--- src/common/ifr_defs.svh ---
`ifndef IFR_DEFS_SVH
`define IFR_DEFS_SVH

// --------------------------------------------------------------
// register indices on the move-to / move-from path
// --------------------------------------------------------------
`define IFR_IDX_XLATE_TAG       12'h101
`define IFR_IDX_XLATE_PTE       12'h102
`define IFR_IDX_SPACE_ID        12'h103
`define IFR_IDX_PTE_HOLDING     12'h104
`define IFR_IDX_INV_ALL         12'h105
`define IFR_IDX_INV_PROCESS     12'h106
`define IFR_IDX_INV_SINGLE      12'h107
`define IFR_IDX_EXCEPTION_RESTART_ADDRESS        12'h10b
`define IFR_IDX_TRAP_SUMMARY    12'h10c
`define IFR_IDX_FAULT_FORM      12'h112
`define IFR_IDX_PT_BASE         12'h113
`define IFR_IDX_ICACHE_FLUSH    12'h119
`define IFR_IDX_ICACHE_ERR      12'h11a

// --------------------------------------------------------------
// translation buffer geometry and field positions
// --------------------------------------------------------------
`define IFR_ENTRIES             8
`define IFR_PTR_ZERO            3'h0
`define IFR_PTR_ONE             3'h1
`define IFR_VA_HI               42
`define IFR_VA_LO               13
`define IFR_ASN_HI              10
`define IFR_ASN_LO              4
`define IFR_PTE_GLOBAL          4
`define IFR_PTE_GH_HI           6
`define IFR_PTE_GH_LO           5
`define IFR_GHD_HI              31
`define IFR_GHD_LO              29
`define IFR_NT_VA_HI            31
`define IFR_PTB_HI              63
`define IFR_PTB_LO              30
`define IFR_PTB_NONNT_LO        33

// --------------------------------------------------------------
// status, address and summary fields
// --------------------------------------------------------------
`define IFR_ERR_DATA_BIT        11
`define IFR_ERR_TAG_BIT         12
`define IFR_ERR_TMO_BIT         13
`define IFR_EXC_PAL_BIT         0
`define IFR_SUM_SWC_BIT         10
`define IFR_SUM_CAUSE_LO        11
`define IFR_SUM_CAUSE_HI        16
`define IFR_WORD_ZERO           64'h0000_0000_0000_0000

`endif

--- src/common/ifr_pkg.sv ---
`default_nettype none

package ifr_pkg;
    typedef logic [63:0] ifr_word_type;
    typedef logic [29:0] ifr_vpn_type;
    typedef logic [6:0]  ifr_asn_type;
    typedef logic [2:0]  ifr_ptr_type;
    typedef logic [5:0]  ifr_cause_type;
    typedef logic [2:0]  ifr_err_type;
endpackage

`default_nettype wire

--- src/rtl/ifr_regs.sv ---
`timescale 1ns/1ps
`default_nettype none
`include "ifr_defs.svh"

module ifr_regs
    import ifr_pkg::*;
(
    input  wire logic          mclk_i,
    input  wire logic          reset_i,
    input  wire logic          ipr_write_i,
    input  wire logic          ipr_read_i,
    input  wire logic [11:0]   ipr_index_i,
    input  wire ifr_word_type  ipr_wdata_i,
    input  wire logic          istream_xlate_miss_i,
    input  wire logic          istream_access_violation_i,
    input  wire logic          sign_check_error_i,
    input  wire ifr_word_type  fault_va_i,
    input  wire logic          superpage_alternative_enable_i,
    input  wire logic          data_parity_error_i,
    input  wire logic          tag_parity_error_i,
    input  wire logic          timeout_error_i,
    input  wire logic          exc_precise_i,
    input  wire logic          exc_imprecise_i,
    input  wire ifr_word_type  fault_pc_i,
    input  wire ifr_word_type  next_issue_pc_i,
    input  wire logic          privileged_call_i,
    input  wire ifr_word_type  call_next_pc_i,
    input  wire logic          privileged_return_i,
    input  wire logic          arith_trap_i,
    input  wire logic          trap_sw_completion_i,
    input  wire ifr_cause_type trap_cause_i,
    output var  ifr_word_type  ipr_rdata_o,
    output var  logic          ipr_rvalid_o,
    output var  logic          icache_flush_o,
    output var  logic          return_valid_o,
    output var  ifr_word_type  return_pc_o,
    output var  logic          return_firmware_mode_o,
    output var  ifr_ptr_type   victim_pointer_o
);

    // --------------------------------------------------------------
    // state
    // --------------------------------------------------------------
    ifr_vpn_type   tag_hold_reg;
    ifr_asn_type   space_id_reg;
    ifr_word_type  pte_holding_reg;
    ifr_word_type  fault_form_reg;
    logic [`IFR_PTB_HI:`IFR_PTB_LO] pt_base_reg;
    ifr_err_type   icache_err_reg;
    ifr_word_type  exception_restart_address_reg;
    ifr_cause_type cause_reg;
    logic          swc_reg;
    logic          swc_blocked_reg;
    ifr_ptr_type   victim_ptr_reg;

    ifr_vpn_type   entry_tag_mem [`IFR_ENTRIES];
    ifr_word_type  entry_pte_mem [`IFR_ENTRIES];
    ifr_asn_type   entry_asn_mem [`IFR_ENTRIES];
    logic [`IFR_ENTRIES-1:0] entry_valid_reg;

    // --------------------------------------------------------------
    // helpers
    // --------------------------------------------------------------
    function automatic logic is_write(input logic [11:0] idx);
        return ipr_write_i && (ipr_index_i == idx);
    endfunction

    function automatic logic is_read(input logic [11:0] idx);
        return ipr_read_i && (ipr_index_i == idx);
    endfunction

    function automatic logic [2:0] ghd_decode(input logic [1:0] gh);
        ghd_decode = {gh == 2'h3, gh[1], gh != 2'h0};
    endfunction

    logic wr_pte;
    logic rd_pte;
    logic fault_capture;
    logic [`IFR_PTE_GH_HI:`IFR_PTE_GH_LO] victim_gh;
    ifr_vpn_type  single_vpn;

    // decoded strobes shared by several processes
    assign wr_pte        = is_write(`IFR_IDX_XLATE_PTE);
    assign rd_pte        = is_read(`IFR_IDX_XLATE_PTE);
    assign fault_capture = (istream_xlate_miss_i || istream_access_violation_i);
    assign victim_gh     = entry_pte_mem[victim_ptr_reg][`IFR_PTE_GH_HI:`IFR_PTE_GH_LO];
    assign single_vpn    = ipr_wdata_i[`IFR_VA_HI:`IFR_VA_LO];

    // --------------------------------------------------------------
    // fault capture
    // --------------------------------------------------------------
    // tag holding register: hardware only, software cannot load it
    always_ff @(posedge mclk_i) begin
        if (reset_i) begin
            tag_hold_reg <= '0;
        end else if (fault_capture) begin
            tag_hold_reg <= fault_va_i[`IFR_VA_HI:`IFR_VA_LO];
        end
    end

    // formatted address; sign-check violations leave the old value
    always_ff @(posedge mclk_i) begin
        if (reset_i) begin
            fault_form_reg <= `IFR_WORD_ZERO;
        end else if (fault_capture && !sign_check_error_i) begin
            if (superpage_alternative_enable_i) begin
                fault_form_reg <= {pt_base_reg, 8'h00,
                                   fault_va_i[`IFR_NT_VA_HI:`IFR_VA_LO], 3'h0};
            end else begin
                fault_form_reg <= {pt_base_reg[`IFR_PTB_HI:`IFR_PTB_NONNT_LO],
                                   fault_va_i[`IFR_VA_HI:`IFR_VA_LO], 3'h0};
            end
        end
    end

    // --------------------------------------------------------------
    // translation entries and victim pointer
    // --------------------------------------------------------------
    // pointer has a reset value, but firmware still owes an invalidate-all
    always_ff @(posedge mclk_i) begin
        if (reset_i) begin
            victim_ptr_reg <= `IFR_PTR_ZERO;
        end else if (is_write(`IFR_IDX_INV_ALL)) begin
            victim_ptr_reg <= `IFR_PTR_ZERO;
        end else if (wr_pte || rd_pte) begin
            victim_ptr_reg <= victim_ptr_reg + `IFR_PTR_ONE;
        end
    end

    // tag and entry land in one edge so no half-written slot is visible
    always_ff @(posedge mclk_i) begin
        if (wr_pte) begin
            entry_tag_mem[victim_ptr_reg] <= tag_hold_reg;
            entry_pte_mem[victim_ptr_reg] <= ipr_wdata_i;
            entry_asn_mem[victim_ptr_reg] <= space_id_reg;
        end
    end

    // valid bits: one maintenance operation per instruction
    always_ff @(posedge mclk_i) begin
        if (reset_i) begin
            entry_valid_reg <= '0;
        end else if (is_write(`IFR_IDX_INV_ALL)) begin
            entry_valid_reg <= '0;
        end else if (is_write(`IFR_IDX_INV_PROCESS)) begin
            for (int i = 0; i < `IFR_ENTRIES; i++) begin
                if (!entry_pte_mem[i][`IFR_PTE_GLOBAL]) begin
                    entry_valid_reg[i] <= 1'b0;
                end
            end
        end else if (is_write(`IFR_IDX_INV_SINGLE)) begin
            for (int i = 0; i < `IFR_ENTRIES; i++) begin
                if (entry_tag_mem[i] == single_vpn &&
                    (entry_asn_mem[i] == space_id_reg ||
                     entry_pte_mem[i][`IFR_PTE_GLOBAL])) begin
                    entry_valid_reg[i] <= 1'b0;
                end
            end
        end else if (wr_pte) begin
            entry_valid_reg[victim_ptr_reg] <= 1'b1;
        end
    end

    // read of the entry is a side effect; the holding register carries it
    always_ff @(posedge mclk_i) begin
        if (reset_i) begin
            pte_holding_reg <= `IFR_WORD_ZERO;
        end else if (rd_pte) begin
            pte_holding_reg <= entry_pte_mem[victim_ptr_reg];
            pte_holding_reg[`IFR_GHD_HI:`IFR_GHD_LO] <= ghd_decode(victim_gh);
        end
    end

    // --------------------------------------------------------------
    // software-loaded control registers
    // --------------------------------------------------------------
    // current space identifier steers single invalidate and new entries
    always_ff @(posedge mclk_i) begin
        if (reset_i) begin
            space_id_reg <= '0;
        end else if (is_write(`IFR_IDX_SPACE_ID)) begin
            space_id_reg <= ipr_wdata_i[`IFR_ASN_HI:`IFR_ASN_LO];
        end
    end

    // full base kept; normal mode simply ignores the low three bits
    always_ff @(posedge mclk_i) begin
        if (reset_i) begin
            pt_base_reg <= '0;
        end else if (is_write(`IFR_IDX_PT_BASE)) begin
            pt_base_reg <= ipr_wdata_i[`IFR_PTB_HI:`IFR_PTB_LO];
        end
    end

    // --------------------------------------------------------------
    // icache status and flush
    // --------------------------------------------------------------
    // set wins over a write-one clear in the same cycle
    always_ff @(posedge mclk_i) begin
        if (reset_i) begin
            icache_err_reg <= '0;
        end else begin
            icache_err_reg <= (icache_err_reg &
                ~({3{is_write(`IFR_IDX_ICACHE_ERR)}} &
                  ipr_wdata_i[`IFR_ERR_TMO_BIT:`IFR_ERR_DATA_BIT]))
                | {timeout_error_i, tag_parity_error_i, data_parity_error_i};
        end
    end

    // data value is ignored; the write itself is the command
    always_ff @(posedge mclk_i) begin
        if (reset_i) begin
            icache_flush_o <= 1'b0;
        end else begin
            icache_flush_o <= is_write(`IFR_IDX_ICACHE_FLUSH);
        end
    end

    // --------------------------------------------------------------
    // exception address and return
    // --------------------------------------------------------------
    // priority: exception, then call, then software
    always_ff @(posedge mclk_i) begin
        if (reset_i) begin
            exception_restart_address_reg <= `IFR_WORD_ZERO;
        end else if (exc_precise_i) begin
            exception_restart_address_reg <= fault_pc_i;
        end else if (exc_imprecise_i) begin
            exception_restart_address_reg <= next_issue_pc_i;
        end else if (privileged_call_i) begin
            exception_restart_address_reg <= call_next_pc_i;
        end else if (is_write(`IFR_IDX_EXCEPTION_RESTART_ADDRESS)) begin
            exception_restart_address_reg <= ipr_wdata_i;
        end
    end

    // return target handed to fetch one edge after the request
    always_ff @(posedge mclk_i) begin
        if (reset_i) begin
            return_valid_o         <= 1'b0;
            return_pc_o            <= `IFR_WORD_ZERO;
            return_firmware_mode_o <= 1'b0;
        end else begin
            return_valid_o <= privileged_return_i;
            if (privileged_return_i) begin
                return_pc_o            <= exception_restart_address_reg;
                return_firmware_mode_o <= exception_restart_address_reg[`IFR_EXC_PAL_BIT];
            end
        end
    end

    // --------------------------------------------------------------
    // arithmetic trap summary
    // --------------------------------------------------------------
    // a trap in the same cycle as the clearing write is kept
    always_ff @(posedge mclk_i) begin
        if (reset_i) begin
            cause_reg <= '0;
        end else begin
            cause_reg <= (is_write(`IFR_IDX_TRAP_SUMMARY) ? '0 : cause_reg)
                         | ({6{arith_trap_i}} & trap_cause_i);
        end
    end

    // blocked remembers an unqualified trap until software rewrites
    always_ff @(posedge mclk_i) begin
        if (reset_i) begin
            swc_reg         <= 1'b0;
            swc_blocked_reg <= 1'b0;
        end else begin
            if (is_write(`IFR_IDX_TRAP_SUMMARY)) begin
                swc_reg         <= arith_trap_i && trap_sw_completion_i;
                swc_blocked_reg <= arith_trap_i && !trap_sw_completion_i;
            end else if (arith_trap_i && !trap_sw_completion_i) begin
                swc_reg         <= 1'b0;
                swc_blocked_reg <= 1'b1;
            end else if (arith_trap_i && !swc_blocked_reg) begin
                swc_reg <= 1'b1;
            end
        end
    end

    // --------------------------------------------------------------
    // read path
    // --------------------------------------------------------------
    // answer one edge after the read; write-only indices read as zero
    always_ff @(posedge mclk_i) begin
        if (reset_i) begin
            ipr_rdata_o  <= `IFR_WORD_ZERO;
            ipr_rvalid_o <= 1'b0;
        end else begin
            ipr_rvalid_o <= ipr_read_i;
            ipr_rdata_o  <= `IFR_WORD_ZERO;
            if (ipr_read_i) begin
                unique case (ipr_index_i)
                    `IFR_IDX_SPACE_ID: begin
                        ipr_rdata_o[`IFR_ASN_HI:`IFR_ASN_LO] <= space_id_reg;
                    end
                    `IFR_IDX_PTE_HOLDING: begin
                        ipr_rdata_o <= pte_holding_reg;
                    end
                    `IFR_IDX_FAULT_FORM: begin
                        ipr_rdata_o <= fault_form_reg;
                    end
                    `IFR_IDX_PT_BASE: begin
                        // low bits forced to zero in normal mode
                        ipr_rdata_o[`IFR_PTB_HI:`IFR_PTB_LO] <= superpage_alternative_enable_i
                            ? pt_base_reg : {pt_base_reg[`IFR_PTB_HI:`IFR_PTB_NONNT_LO], 3'h0};
                    end
                    `IFR_IDX_ICACHE_ERR: begin
                        ipr_rdata_o[`IFR_ERR_TMO_BIT:`IFR_ERR_DATA_BIT] <= icache_err_reg;
                    end
                    `IFR_IDX_EXCEPTION_RESTART_ADDRESS: begin
                        ipr_rdata_o <= exception_restart_address_reg;
                    end
                    `IFR_IDX_TRAP_SUMMARY: begin
                        ipr_rdata_o[`IFR_SUM_CAUSE_HI:`IFR_SUM_SWC_BIT] <= {cause_reg, swc_reg};
                    end
                    default: begin
                        ipr_rdata_o <= `IFR_WORD_ZERO;
                    end
                endcase
            end
        end
    end

    assign victim_pointer_o = victim_ptr_reg;
endmodule

`default_nettype wire

--- config.mk ---
export PLATFORM = sky130hd
export DESIGN_NAME = ifr_regs
export DESIGN_NICKNAME = d
export VERILOG_FILES = /design/src/common/ifr_pkg.sv /design/src/rtl/ifr_regs.sv
export VERILOG_INCLUDE_DIRS = /design/src /design/src/common
export SDC_FILE = /design/constraint.sdc
export NUM_CORES = 1
export LEC_CHECK = 0
export ABC_AREA = 1
export BUFFER_PORTS_ARGS = -buffer_cell sky130_fd_sc_hd__buf_2
export CORE_MARGIN = 2
export CORE_UTILIZATION = 50
export DETAILED_ROUTE_END_ITERATION = 7
export GPL_ROUTABILITY_DRIVEN = 1
export PLACE_DENSITY = 0.8
export SLEW_MARGIN = 25
export SYNTH_ARGS = -nofsm -noshare
export SYNTH_HDL_FRONTEND = slang
export SYNTH_SLANG_ARGS = --single-unit
--- constraint.sdc ---
create_clock -name mclk_i -period 11.85 [get_ports mclk_i]
set_clock_uncertainty 0.15 [all_clocks]
set_input_delay 1.185 -clock mclk_i [delete_from_list [all_inputs] [get_ports mclk_i]]
set_output_delay 1.185 -clock mclk_i [all_outputs]
set_load 0.01 [all_outputs]
==> out/results.tsv <==
stage	metric	value	unit
synth	Synth cell types	37	
synth	sequential fraction of the synthesis area	64.2	%
clock_network	clk sinks	865	
grt	initial antenna violation count	21	
routing	Remaining DRCs	0	
timing	RSZ-0062 raised after global routing	no	
synth	synth top area cells	edfxtp_1, dfxtp_1, o21ai_0	
synth	Synth Area per Inst	9.80	sq um
synth	Mapped Cells	3527	
grt	vias in the first global route	25800	
die	DIE AREA	71200	sq um
worst_hold_path	Hold WC Path Type	reg -> reg	
routing	Routed Antenna Nets	0	
layout	commonest non-fill, non-tap cells in the layout	nor2_1, o21ai_0, edfxtp_1	
status	status	finished, final reports clean	
timing	worst slew pin tran	1.07	ns
timing	Fin. Hold Viols	0	
timing	endpoints failing setup	0	
clock_network	TritonCTS Buffers	80	
routing	Vias per Instance	5.81	
grt	GRT Residual Overflow	0	
routing	routed len/inst	22.1	um
layout	largest reg by FF count	entry_pte_mem	
timing	TNS Setup	0	ns
place	Port Buf Inserts	455	
worst_setup_path	CP max FO	76	
pwr	combinational group share of total power	5.3	%
worst_setup_path	CP cell instances	buf_2 -> buf_4 -> nor2_2 -> buf_4 -> clkinv_2 -> nor2_1 -> nand2_4 -> buf_4 -> o21ai_0 -> nor2_1	
pwr	Leakage	15.3	nW
pwr	sw power	1.35	mW
pwr	Power Dens Cells	151	nW/um^2
routing	DRT iter0 DRCs	3414	
timing	Achievable Freq	0.253	GHz
synth	mapped cell area	34600	sq um
routing	DR pass1 iterations	6	
worst_setup_path	Critical Path Max Stage Delay	0.84	ns
clock_network	CTS tree	done	
clock_network	Skew-Pair Late Insertion Delay	0.65	ns
layout	max reg flops	488	
clock_network	H-tree depth	3	
synth	YS warnings	0	
pwr	share of power burned in registers	54.0	%
grt	largest net degree at the start of global routing	179	
worst_setup_path	CP most frequent cell	buf_4	
pwr	Sw Share	22.5	%
layout	fin nets	4216	
worst_setup_path	slowest CP cell	clkinv_2	
flow_run	max_cap viols	0	
timing	minimum clock period	3.95	ns
synth	Mapped Nets	3883	
timing	post-route clock period utilization	33.4	%
routing	WL final	106000	um
die	Die H	267	um
synth	dominant cell type by area after synthesis	edfxtp_1	
clock_network	Clock transition at path regs	0.07	ns
place	Routability Congestion	0.922	
grt	first-pass GRT wire length	154000	um
routing	via count	28000	
worst_hold_path	Hold Path Origin	space_id_reg[5]$_SDFFE_PP0P_	
pwr	Max VDD drop	0.000131	V
clock_network	maximum root-to-sink buffer count	3	
die	initial core utilization	50.5	%
layout	post-layout util	58.0	%
clock_network	hold_buf cts	0	
worst_setup_path	data arrival time of the critical path	4.33	ns
grt	Total GRT Usage	29.1	%
timing	Pins Over Slew Limit	0	
die	Core Region	68500	sq um
die	die span in x	267	um
clock_network	Clock Root Buffer	clkbuf_16	
clock_network	number of buffers added for setup after CTS	0	
layout	layout cells sized above 1	16.5	%
die	# IOs	490	
worst_setup_path	CP endpoint kind	flip-flop	
synth	Synth Register Bits	865	
layout	commonest non-fill, non-tap cell in the layout	nor2_1	
clock_network	Resized Gates After CTS	0	
die	Row Count	96	
timing	Slew headroom	28.7	%
worst_setup_path	Worst Path Class, Setup	in -> reg	
worst_setup_path	crit path from	exc_precise_i	
layout	area growth from synthesis to layout	14.9	%
pwr	Pint	4.66	mW
pwr	clock share of power	40.7	%
synth	top-area cell type share of the netlist area	42.4	%
worst_setup_path	Worst EP required	12.23	ns
worst_setup_path	kind of launch point of the worst setup path	input port	
place	detailed-placement wirelength estimate	65800	um
==> cells in the mapped netlist (all sizes together) <==
library cell  number
nor2             766
o21ai            677
edfxtp           488
nand2            403
dfxtp            377
a21oi            147
clkbuf           147
inv              123
buf               94
o211ai            60
o22ai             59
a22oi             52
mux2i             50
nand3             45
a31oi             17
nor3               8
nand4              5
clkinv             4
ha                 1
nor4               1
o21a               1
o31ai              1
xor2               1
==> layout make-up <==
type | instances | area (sq um)
Multi-Input combinational cell | 2294 | 10900
Sequential cell | 865 | 22200
Clock inverter | 28 | 238
Clock buffer | 114 | 2190
Inverter | 127 | 497
Antenna cell | 13 | 32.5
Fill cell | 5577 | 28700
Timing Repair Buffer | 492 | 2600
Tap cell | 882 | 1100
==> metal layers <==
layer	vias up	global-route usage, %	wire length [um]
li1	12800	-	-
met1	13200	35.2	38800
met2	1548	48.4	51300
met3	332	5.66	9330
met4	10	17.2	6700
met5	-	0	64
==> critical path, delay by kind of cell <==
| kind | cells | cell delay [ns] |
|---|---|---|
| AND/OR/NAND/NOR | 4 | 0.78 |
| AO/OA/AOI/OAI | 1 | 0.33 |
| buffers and inverters | 5 | 1.93 |
==> power by group through the flow <==
stage          combinational, mW  sequential, mW  clock (mW)
3_5_place_dp               0.311            3.31           0
2_1_floorplan              0.139            3.31           0
4_1_cts                    0.313            3.24        2.46
3_3_place_gp               0.305            3.31           0
5_1_grt                    0.345            3.25        2.57
6_report                   0.318            3.24        2.44
==> stage by stage <==
step	cell area (sq um)	std cells	setup slack (ns)	total power, mW	hold slack (ns)
finish	39700	4815	7.90	6.01	0.298
global route	39700	4810	7.77	6.17	0.331
CTS	39600	4801	7.96	6.01	0.301
detailed placement	37200	4659	7.30	3.62	0.292
global placement	37200	4659	7.19	3.61	0.284
floorplan	34600	3527	5.02	3.45	0.275
==> logic make-up after synthesis <==
logic type / Yosys count / share of synthesized area [%]
AND/OR/NAND/NOR: 1228 / 13.9
AO/OA/AOI/OAI: 1014 / 15.8
flip-flops: 865 / 64.2
buffers and inverters: 368 / 4.52
multiplexers: 50 / 1.45
XOR/XNOR: 1 / 0.0253
adder cells (fa/ha/maj): 1 / 0.0362
==> worst paths after layout <==
| check | to | slack [ns] | depth (start not counted) |
|---|---|---|---|
| min | space_id_reg[5]$_SDFFE_PP0P_ | 0.30 | 2 |
| min reg2reg | space_id_reg[5]$_SDFFE_PP0P_ | 0.30 | 2 |
| max reg2reg | pte_holding_reg[53]$_SDFFE_PP0P_ | 8.30 | 7 |
| max | exception_restart_address_reg[42]$_SDFFE_PP0P_ | 7.90 | 10 |
Power figures use the tool's default switching activity.
